$ cat config.mk
export PLATFORM = sky130hd
export DESIGN_NAME = rsse_core
export DESIGN_NICKNAME = d
export VERILOG_FILES = /design/src/rsse_pkg.sv /design/src/rsse_rotate.sv /design/src/rsse_sub.sv /design/src/rsse_core.sv
export SDC_FILE = /design/constraint.sdc
export NUM_CORES = 2
export LEC_CHECK = 0
export BUFFER_PORTS_ARGS = -buffer_cell sky130_fd_sc_hd__buf_4
export CAP_MARGIN = 20
export CORE_ASPECT_RATIO = 0.5
export CORE_UTILIZATION = 31
export CTS_CLUSTER_SIZE = 12
export DETAILED_ROUTE_END_ITERATION = 8
export HOLD_SLACK_MARGIN = 0.08
export PLACE_DENSITY = 0.5
export SYNTH_ARGS = -nofsm -noshare
export SYNTH_HDL_FRONTEND = slang
export SYNTH_HIERARCHICAL = 1
export SYNTH_SLANG_ARGS = --single-unit
$ cat constraint.sdc
create_clock -name clk_i -period 8.55 [get_ports clk_i]
set_input_delay 0.855 -clock clk_i [delete_from_list [all_inputs] [get_ports clk_i]]
set_output_delay 0.855 -clock clk_i [all_outputs]
set_load 0.02 [all_outputs]
$ cat src/rsse_pkg.sv
package rsse_pkg;

  localparam int          DATA_W      = 8;
  localparam int          INSTR_W     = 14;
  localparam int          ADDR_W      = 10;
  localparam int          FILE_DEPTH  = 128;

  // Byte addresses of the register window
  localparam logic [9:0]  ADR_INSTR   = 10'h000;
  localparam logic [9:0]  ADR_ACCUM   = 10'h004;
  localparam logic [9:0]  ADR_STATUS  = 10'h008;
  localparam logic [9:0]  ADR_WDOG    = 10'h00C;
  localparam logic [9:0]  ADR_RETIRED = 10'h010;
  localparam int          FILE_SEL_BIT = 9;

  // Status field positions
  localparam int          ST_CARRY    = 0;
  localparam int          ST_DCARRY   = 1;
  localparam int          ST_ZERO     = 2;
  localparam int          ST_PDOWN    = 3;
  localparam int          ST_TIMEOUT  = 4;
  localparam int          ST_ASLEEP   = 5;
  localparam int          ST_BUSY     = 6;

  // Opcode fields
  localparam logic [5:0]  OP_ROT_LEFT  = 6'h0D;
  localparam logic [5:0]  OP_ROT_RIGHT = 6'h0C;
  localparam logic [4:0]  OP_SUB_LIT   = 5'h1E;
  localparam logic [13:0] OP_SLEEP     = 14'h0063;
  localparam int          DEST_BIT     = 7;

  localparam logic [7:0]  WDOG_CLEAR_VAL  = 8'h00;
  localparam logic [7:0]  PRESC_CLEAR_VAL = 8'h00;
  localparam logic [7:0]  PRESC_WRAP      = 8'hFF;
  localparam logic [13:0] INSTR_RST       = 14'h0000;
  localparam logic [7:0]  ACCUM_RST       = 8'h00;

  typedef enum logic [2:0] {
    PH_IDLE    = 3'b000,
    PH_DECODE  = 3'b001,
    PH_READ    = 3'b010,
    PH_PROCESS = 3'b011,
    PH_WRITE   = 3'b100
  } rsse_phase_e;

  typedef enum logic [2:0] {
    OPK_NONE  = 3'b000,
    OPK_ROTL  = 3'b001,
    OPK_ROTR  = 3'b010,
    OPK_SUBL  = 3'b011,
    OPK_SLEEP = 3'b100
  } rsse_opk_e;

  typedef struct packed {
    logic timeout;
    logic powerdown;
    logic zero;
    logic digit_carry;
    logic carry;
  } rsse_flags_s;

  localparam rsse_flags_s FLAGS_RST = '{timeout: 1'b1, powerdown: 1'b1, zero: 1'b0,
                                        digit_carry: 1'b0, carry: 1'b0};

endpackage

$ cat src/rsse_rotate.sv
`timescale 1ns/1ps
`default_nettype none

module rsse_rotate (
  input  wire logic       left_i,
  input  wire logic [7:0] value_i,
  input  wire logic       carry_i,
  output logic      [7:0] result_o,
  output logic            carry_o
);

  always_comb begin
    if (left_i) begin
      result_o = {value_i[6:0], carry_i};
      carry_o  = value_i[7];
    end else begin
      result_o = {carry_i, value_i[7:1]};
      carry_o  = value_i[0];
    end
  end

endmodule // rsse_rotate

`default_nettype wire

$ cat src/rsse_sub.sv
`timescale 1ns/1ps
`default_nettype none

module rsse_sub (
  input  wire logic [7:0] literal_i,
  input  wire logic [7:0] accum_i,
  output logic      [7:0] result_o,
  output logic            carry_o,
  output logic            digit_carry_o,
  output logic            zero_o
);

  logic [8:0] full_sum;
  logic [4:0] low_sum;

  // Two's complement: k + ~w + 1, carry out means no borrow
  assign full_sum      = {1'b0, literal_i} + {1'b0, ~accum_i} + 9'h001;
  assign low_sum       = {1'b0, literal_i[3:0]} + {1'b0, ~accum_i[3:0]} + 5'h01;
  assign result_o      = full_sum[7:0];
  assign carry_o       = full_sum[8];
  assign digit_carry_o = low_sum[4];
  assign zero_o        = (full_sum[7:0] == 8'h00);

endmodule // rsse_sub

`default_nettype wire

$ cat src/rsse_core.sv
// Operation
// - Rotate-left opcode 1101: shift file register left, carry in bit 0, bit 7 out.
// - Rotate-right opcode 1100: shift right, carry into bit 7, bit 0 out.
// - Destination bit 0 writes accumulator, 1 writes back the file register.
// - Rotates change only carry; zero and digit carry keep their values.
// - Rotate runs one cycle: decode, read register, process, write destination.
// - Power-down recognised by its fixed encoding; no operands, single cycle.
// - Power-down loads watchdog counter with 00h and clears its prescaler.
// - Power-down sets the time-out flag and clears the power-down flag.
// - Power-down stops the oscillator and enters the low-power idle state (here clk_i and the watchdog run on; only instruction starts are blocked).
// - Power-down phases two and three idle; sleep entered in phase four.
// - Literal subtract computes literal minus accumulator into the accumulator.
// - Literal subtract decoded from prefix 11 110x; low byte is the literal.
// - Literal subtract updates carry, digit carry and zero from the result.
// - After subtract, carry is 1 without borrow, 0 with borrow.
//
// Design decisions made here: the placing of the registers and the Wishbone slave port.
`timescale 1ns/1ps
`default_nettype none

module rsse_core (
  input  wire logic        clk_i,
  input  wire logic        rst_i,
  input  wire logic        wb_cyc_i,
  input  wire logic        wb_stb_i,
  input  wire logic        wb_we_i,
  input  wire logic [9:0]  wb_adr_i,
  input  wire logic [3:0]  wb_sel_i,
  input  wire logic [31:0] wb_dat_i,
  output logic      [31:0] wb_dat_o,
  output logic             wb_ack_o,
  output logic             sleep_o,
  output logic             busy_o
);

  rsse_pkg::rsse_phase_e phase_reg;
  rsse_pkg::rsse_phase_e phase_next;
  rsse_pkg::rsse_opk_e   opk_reg;
  rsse_pkg::rsse_opk_e   opk_next;
  rsse_pkg::rsse_flags_s flags_reg;

  logic [13:0] instr_reg;
  logic [7:0]  accum_reg;
  logic [7:0]  operand_reg;
  logic [7:0]  result_reg;
  logic        res_carry_reg;
  logic        res_dcarry_reg;
  logic        res_zero_reg;
  logic        asleep_reg;
  logic [7:0]  watchdog_counter_reg;
  logic [7:0]  presc_reg;
  logic [15:0] retired_reg;
  logic [7:0]  file_mem [0:rsse_pkg::FILE_DEPTH-1];

  logic        bus_req;
  logic        bus_wr;
  logic        bus_rd;
  logic        sel_file;
  logic [6:0]  file_idx;
  logic        wr_lane0;
  logic        instr_go;
  logic [6:0]  op_addr;
  logic        op_dest;
  logic [7:0]  rot_result;
  logic        rot_carry;
  logic [7:0]  sub_result;
  logic        sub_carry;
  logic        sub_dcarry;
  logic        sub_zero;
  logic        commit;
  logic [7:0]  status_word;
  logic [31:0] rd_data;
  logic [9:0]  reg_adr;
  logic        wake_wr;

  // Bus decode: one-cycle answer, ack dropped the cycle after
  assign bus_req  = wb_cyc_i && wb_stb_i && !wb_ack_o;
  assign bus_wr   = bus_req && wb_we_i;
  assign bus_rd   = bus_req && !wb_we_i;
  assign sel_file = wb_adr_i[rsse_pkg::FILE_SEL_BIT];
  assign file_idx = wb_adr_i[8:2];
  assign wr_lane0 = bus_wr && wb_sel_i[0];
  // Byte-lane bits of the address are ignored
  assign reg_adr  = {wb_adr_i[9:2], 2'b00};
  assign wake_wr  = wr_lane0 && !sel_file && (reg_adr == rsse_pkg::ADR_STATUS)
                    && !wb_dat_i[rsse_pkg::ST_ASLEEP];

  // Instruction start only from idle and awake
  assign instr_go = bus_wr && !sel_file && (reg_adr == rsse_pkg::ADR_INSTR)
                    && (wb_sel_i[1:0] == 2'b11) && (phase_reg == rsse_pkg::PH_IDLE)
                    && !asleep_reg;

  assign op_addr = instr_reg[6:0];
  assign op_dest = instr_reg[rsse_pkg::DEST_BIT];
  assign commit  = (phase_reg == rsse_pkg::PH_WRITE);

  rsse_rotate u_rotate (
    .left_i   (opk_reg == rsse_pkg::OPK_ROTL),
    .value_i  (operand_reg),
    .carry_i  (flags_reg.carry),
    .result_o (rot_result),
    .carry_o  (rot_carry)
  );

  rsse_sub u_sub (
    .literal_i     (operand_reg),
    .accum_i       (accum_reg),
    .result_o      (sub_result),
    .carry_o       (sub_carry),
    .digit_carry_o (sub_dcarry),
    .zero_o        (sub_zero)
  );

  // Phase sequencer
  always_comb begin
    case (phase_reg)
      rsse_pkg::PH_IDLE:    phase_next = instr_go ? rsse_pkg::PH_DECODE : rsse_pkg::PH_IDLE;
      rsse_pkg::PH_DECODE:  phase_next = rsse_pkg::PH_READ;
      rsse_pkg::PH_READ:    phase_next = rsse_pkg::PH_PROCESS;
      rsse_pkg::PH_PROCESS: phase_next = rsse_pkg::PH_WRITE;
      rsse_pkg::PH_WRITE:   phase_next = rsse_pkg::PH_IDLE;
      default:              phase_next = rsse_pkg::PH_IDLE;
    endcase
  end

  always_ff @(posedge clk_i) begin
    if (rst_i) begin
      phase_reg <= rsse_pkg::PH_IDLE;
    end else begin
      phase_reg <= phase_next;
    end
  end

  // Decode
  always_comb begin
    if (instr_reg[13:8] == rsse_pkg::OP_ROT_LEFT) begin
      opk_next = rsse_pkg::OPK_ROTL;
    end else if (instr_reg[13:8] == rsse_pkg::OP_ROT_RIGHT) begin
      opk_next = rsse_pkg::OPK_ROTR;
    end else if (instr_reg[13:9] == rsse_pkg::OP_SUB_LIT) begin
      opk_next = rsse_pkg::OPK_SUBL;
    end else if (instr_reg == rsse_pkg::OP_SLEEP) begin
      opk_next = rsse_pkg::OPK_SLEEP;
    end else begin
      opk_next = rsse_pkg::OPK_NONE;
    end
  end

  always_ff @(posedge clk_i) begin
    if (rst_i) begin
      opk_reg <= rsse_pkg::OPK_NONE;
    end else if (phase_reg == rsse_pkg::PH_DECODE) begin
      opk_reg <= opk_next;
    end
  end

  always_ff @(posedge clk_i) begin
    if (rst_i) begin
      instr_reg <= rsse_pkg::INSTR_RST;
    end else if (instr_go) begin
      instr_reg <= wb_dat_i[13:0];
    end
  end

  // Read phase: file register or literal; power-down reads nothing
  always_ff @(posedge clk_i) begin
    if (rst_i) begin
      operand_reg <= 8'h00;
    end else if (phase_reg == rsse_pkg::PH_READ) begin
      case (opk_reg)
        rsse_pkg::OPK_ROTL,
        rsse_pkg::OPK_ROTR: operand_reg <= file_mem[op_addr];
        rsse_pkg::OPK_SUBL: operand_reg <= instr_reg[7:0];
        default:            operand_reg <= operand_reg;
      endcase
    end
  end

  // Process phase
  always_ff @(posedge clk_i) begin
    if (rst_i) begin
      result_reg     <= 8'h00;
      res_carry_reg  <= 1'b0;
      res_dcarry_reg <= 1'b0;
      res_zero_reg   <= 1'b0;
    end else if (phase_reg == rsse_pkg::PH_PROCESS) begin
      case (opk_reg)
        rsse_pkg::OPK_ROTL,
        rsse_pkg::OPK_ROTR: begin
          result_reg    <= rot_result;
          res_carry_reg <= rot_carry;
        end
        rsse_pkg::OPK_SUBL: begin
          result_reg     <= sub_result;
          res_carry_reg  <= sub_carry;
          res_dcarry_reg <= sub_dcarry;
          res_zero_reg   <= sub_zero;
        end
        default: begin
          result_reg <= result_reg;
        end
      endcase
    end
  end

  // Accumulator
  always_ff @(posedge clk_i) begin
    if (rst_i) begin
      accum_reg <= rsse_pkg::ACCUM_RST;
    end else if (commit) begin
      if (opk_reg == rsse_pkg::OPK_SUBL) begin
        accum_reg <= result_reg;
      end else if ((opk_reg == rsse_pkg::OPK_ROTL || opk_reg == rsse_pkg::OPK_ROTR)
                   && !op_dest) begin
        accum_reg <= result_reg;
      end
    end else if (wr_lane0 && !sel_file && reg_adr == rsse_pkg::ADR_ACCUM
                 && phase_reg == rsse_pkg::PH_IDLE) begin
      accum_reg <= wb_dat_i[7:0];
    end
  end

  // File registers
  always_ff @(posedge clk_i) begin
    if (commit && op_dest
        && (opk_reg == rsse_pkg::OPK_ROTL || opk_reg == rsse_pkg::OPK_ROTR)) begin
      file_mem[op_addr] <= result_reg;
    end else if (wr_lane0 && sel_file && phase_reg == rsse_pkg::PH_IDLE) begin
      file_mem[file_idx] <= wb_dat_i[7:0];
    end
  end

  // Status flags
  always_ff @(posedge clk_i) begin
    if (rst_i) begin
      flags_reg <= rsse_pkg::FLAGS_RST;
    end else if (commit) begin
      case (opk_reg)
        rsse_pkg::OPK_ROTL,
        rsse_pkg::OPK_ROTR: flags_reg.carry <= res_carry_reg;
        rsse_pkg::OPK_SUBL: begin
          flags_reg.carry       <= res_carry_reg;
          flags_reg.digit_carry <= res_dcarry_reg;
          flags_reg.zero        <= res_zero_reg;
        end
        rsse_pkg::OPK_SLEEP: begin
          flags_reg.timeout   <= 1'b1;
          flags_reg.powerdown <= 1'b0;
        end
        default: flags_reg <= flags_reg;
      endcase
    end else if (wr_lane0 && !sel_file && reg_adr == rsse_pkg::ADR_STATUS
                 && phase_reg == rsse_pkg::PH_IDLE) begin
      flags_reg.carry       <= wb_dat_i[rsse_pkg::ST_CARRY];
      flags_reg.digit_carry <= wb_dat_i[rsse_pkg::ST_DCARRY];
      flags_reg.zero        <= wb_dat_i[rsse_pkg::ST_ZERO];
    end
  end

  // Idle state: instruction clock stopped until software wakes it
  always_ff @(posedge clk_i) begin
    if (rst_i) begin
      asleep_reg <= 1'b0;
    end else if (commit && opk_reg == rsse_pkg::OPK_SLEEP) begin
      asleep_reg <= 1'b1;
    end else if (wake_wr) begin
      asleep_reg <= 1'b0;
    end
  end

  // Watchdog runs on its own and is cleared by power-down
  always_ff @(posedge clk_i) begin
    if (rst_i) begin
      presc_reg <= rsse_pkg::PRESC_CLEAR_VAL;
    end else if (commit && opk_reg == rsse_pkg::OPK_SLEEP) begin
      presc_reg <= rsse_pkg::PRESC_CLEAR_VAL;
    end else begin
      presc_reg <= presc_reg + 8'h01;
    end
  end

  always_ff @(posedge clk_i) begin
    if (rst_i) begin
      watchdog_counter_reg <= rsse_pkg::WDOG_CLEAR_VAL;
    end else if (commit && opk_reg == rsse_pkg::OPK_SLEEP) begin
      watchdog_counter_reg <= rsse_pkg::WDOG_CLEAR_VAL;
    end else if (presc_reg == rsse_pkg::PRESC_WRAP) begin
      watchdog_counter_reg <= watchdog_counter_reg + 8'h01;
    end
  end

  always_ff @(posedge clk_i) begin
    if (rst_i) begin
      retired_reg <= 16'h0000;
    end else if (commit) begin
      retired_reg <= retired_reg + 16'h0001;
    end
  end

  // Read mux
  assign status_word = {1'b0, (phase_reg != rsse_pkg::PH_IDLE), asleep_reg,
                        flags_reg.timeout, flags_reg.powerdown, flags_reg.zero,
                        flags_reg.digit_carry, flags_reg.carry};

  always_comb begin
    rd_data = 32'h0000_0000;
    if (sel_file) begin
      rd_data = {24'h00_0000, file_mem[file_idx]};
    end else begin
      case (reg_adr)
        rsse_pkg::ADR_INSTR:   rd_data = {18'h0_0000, instr_reg};
        rsse_pkg::ADR_ACCUM:   rd_data = {24'h00_0000, accum_reg};
        rsse_pkg::ADR_STATUS:  rd_data = {24'h00_0000, status_word};
        rsse_pkg::ADR_WDOG:    rd_data = {16'h0000, presc_reg, watchdog_counter_reg};
        rsse_pkg::ADR_RETIRED: rd_data = {16'h0000, retired_reg};
        default:               rd_data = 32'h0000_0000;
      endcase
    end
  end

  always_ff @(posedge clk_i) begin
    if (rst_i) begin
      wb_ack_o <= 1'b0;
      wb_dat_o <= 32'h0000_0000;
    end else begin
      wb_ack_o <= bus_req;
      wb_dat_o <= bus_rd ? rd_data : 32'h0000_0000;
    end
  end

  always_ff @(posedge clk_i) begin
    if (rst_i) begin
      sleep_o <= 1'b0;
      busy_o  <= 1'b0;
    end else begin
      sleep_o <= (commit && opk_reg == rsse_pkg::OPK_SLEEP) ? 1'b1
                 : (asleep_reg && !wake_wr);
      busy_o  <= (phase_next != rsse_pkg::PH_IDLE);
    end
  end

endmodule // rsse_core

`default_nettype wire

==> summary.md <==
| Metric | Value |
|---|---|
| Final net count | `3089` |
| Hold path start | `rst_i` |
| H-tree Lvls | `3` |
| Gr ovfl total | `0` |
| Place WS | `3740 ps` |
| Outcome | `complete, no violations` |
| Most used flip-flop cell after synthesis | `edfxtp_1` |
| Clock-pin slew on the worst setup and hold paths | `70 ps` |
| First-pass GRT wire length | `242 mm` |
| CP required | `8900 ps` |
| Post-CTS setup buffers | `0` |
| CP max stage delay | `850 ps` |
| Hold_buf cts | `0` |
| Clock root buffer | `clkbuf_16` |
| Number of I/O pins | `86` |
| Die W | `591 um` |
| Clk buf depth | `3` |
| Async SR Flop Fraction | `0` |
| R2R cell count | `7` |
| Yosys reg bits | `1134` |
| Vias in the first global route | `30794` |
| Final Hold Viols | `0` |
| Largest register FFs | `1024` |
| Global routing met3 resource utilization | `0.0415` |
| GRT Util Overall | `0.196` |
| Antenna-violating nets left | `0` |
| Setup TNS | `0 ps` |
| Placeable Area | `171000 um2` |
| Tmin final | `4500 ps` |
| Router iterations before antenna repair | `8` |
| DIE AREA | `175000 um2` |
| Number of fillers in the final layout | `16090` |
| Initial antenna violation count | `9` |
| # setup viols final | `0` |
| # rows | `107` |
| Clock buffer count from CTS | `114` |
| WP buf/inv | `2` |
| Clk_lat worst skew | `750 ps` |
| Fmax | `222 MHz` |
| Distinct cells, synth | `79` |
| Layout cells sized above 1 | `0.296` |
| Worst vdd ir | `141 uV` |
| CP Launch Type | `flop` |
| Vias per cell | `5.76` |
| R2R setup slack | `4050 ps` |
| Worst Setup End Kind | `flop` |
| Die Ht | `296 um` |
| Worst path cell trace | `or3_1, nor4_4, buf_4, a31oi_1, buf_4, or3_1, nor2_1` |
| Routing usage on met2 | `0.300` |
| CTS tree | `built` |
| Min-Delay Path Depth | `2` |
| Slack of the critical path | `4050 ps` |
| Clock Skew | `31.5 ps` |
| Grt peak-use layer | `met2` |
| GPL Wtd Cong | `0.881` |
| Final Non-Filler Cells | `5402` |
| Syn. warnings | `6` |
| Met1 usage | `0.283` |
| IO Port Bufs | `47` |
| Worst hold-check path type | `in2reg` |
| Overall power | `11.2 mW` |
| Slew HR | `0.140` |
| WHS | `358 ps` |
| Least-Margin Pin Slew | `1250 ps` |
| Crit path max-delay cell type | `nor2_1` |
| Max-cap viol count | `0` |
| Area of the multi-input gates | `19400 um2` |
| Family with the most delay on the worst path | `simple AND/OR/NAND/NOR gates` |
| DPL Wire Length | `112 mm` |
| Storage element area | `33000 um2` |
| Final period util | `0.527` |
| EDFF count, synth | `1024` |
| Max-slew violations | `0` |
| Hold Path End | `wb_ack_o$_SDFF_PP0_` |
| Drt initial violations | `3889` |
| Setup CP Type | `reg2reg` |
| Clk sinks | `1134` |
| Critical Path AT | `4850 ps` |
| Pwr/cell area | `186 nW/um2` |
| CP Max Fanout | `36` |
| Cts repair resizes | `0` |
| Worst r2r dst | `file_mem[84][0]$_DFFE_PP_` |
| Mapped Cells | `2997` |
| Mapped cell area | `53700 um2` |
| Largest net degree at the start of global routing | `117` |
| Initial core utilization | `0.314` |
| Routed len/inst | `32.0 um` |
| Placed insts | `5186` |
| R2R Path Start | `phase_reg[1]$_SDFF_PP0_` |
| Sequential area share after synthesis | `0.614` |
| Leak | `17.9 nW` |
| Routed wire length | `173 mm` |
| Syn_area_per_cell | `17.9 um2` |
| Via count | `31105` |
| Syn-to-layout area delta | `11.7%` |
| Residual DRC | `0` |
| RSZ-0062 raised after global routing | `no` |
metal layers:
| layer | share of wire | vias to the layer above |
|---|---|---|
| met5 | 0.000041 | - |
| li1 | - | 12560 |
| met1 | 0.44 | 16889 |
| met3 | 0.087 | 223 |
| met2 | 0.45 | 1431 |
| met4 | 0.027 | 2 |
worst max-delay path by stage:
stage                            startpoint                   endpoint  slack, ps  cells after the start
floorplan                       wb_adr_i[9]   file_mem[0][0]$_DFFE_PP_       5050                      7
global placement                wb_adr_i[9]  file_mem[84][6]$_DFFE_PP_       3790                      8
detailed placement              wb_adr_i[9]  file_mem[84][6]$_DFFE_PP_       3740                      8
CTS                 phase_reg[1]$_SDFF_PP0_  file_mem[84][3]$_DFFE_PP_       4110                      7
global route        phase_reg[1]$_SDFF_PP0_  file_mem[85][1]$_DFFE_PP_       3880                      7
finish              phase_reg[1]$_SDFF_PP0_  file_mem[84][0]$_DFFE_PP_       4050                      7
synthesized netlist by cell type (7+ instances only):
cell type  count  area [um2]
edfxtp_1    1024       30700
mux4_2       570       12800
nor2_1       206         773
nand2_1      131         492
dfxtp_1      110        2200
clkbuf_1      97         364
mux2i_1       95         951
a21oi_1       78         390
buf_2         69         345
nor3_1        60         300
buf_4         54         405
a22oi_1       46         345
o21ai_0       23         115
o22ai_1       20         125
a211oi_1      19         143
buf_1         19        71.3
inv_1         19        71.3
xor2_1        19         166
nand2b_1      18         113
nor2b_1       18         113
buf_6         17         191
or2_2         17         106
nand3_1       16        80.1
a221oi_1      15         131
a31oi_1       15        93.8
mux2_2        15         169
a22o_1        12         105
ha_1          11         138
xnor2_1       11        96.3
a311oi_1      10        87.6
nor4_1        10        62.6
and2_1         9        56.3
mux2_4         9         135
nand4_1        9        56.3
nor3b_1        9        67.6
nand3b_1       7        52.6
o21ai_1        7        35.0
through the flow:
stage	cell area (um2)	util
finish	60000	0.351
CTS	59900	0.350
detailed placement	56500	0.330
global route	60000	0.351
floorplan	53800	-
global placement	56500	0.330
cell type report:
class / instances / share of cell area
sequential: 1134 / 0.550
multi-input combinational: 1599 / 0.323
clock buffer: 164 / 0.0517
tap: 2289 / 0.0478
timing repair buffer: 156 / 0.0216
clock inverter: 36 / 0.00459
inverter: 21 / 0.00134
antenna: 3 / 0.000125
power breakdown:
group,switching (mW),internal (mW)
sequential,0.00269,5.97
clock,2.20,2.54
combinational,0.288,0.174
total,2.49,8.68
placed cells by master (no fill, tap or decap), drive strengths merged, types with 31 or more instances in the layout:
cell type,n
a21oi,78
a22oi,46
buf,155
clkbuf,165
clkinv,31
dfxtp,110
edfxtp,1024
mux2i,95
mux4,573
nand2,131
nor2,206
nor3,60
logic make-up after synthesis:
| logic type | share of synthesized area |
|---|---|
| XOR/XNOR | 0.00489 |
| AO/OA/AOI/OAI | 0.0385 |
| flip-flops | 0.614 |
| buffers and inverters | 0.0277 |
| adder cells (fa/ha/maj) | 0.00294 |
| other | 0.0000698 |
| AND/OR/NAND/NOR | 0.0484 |
| multiplexers | 0.264 |
Power figures use the tool's default switching activity.
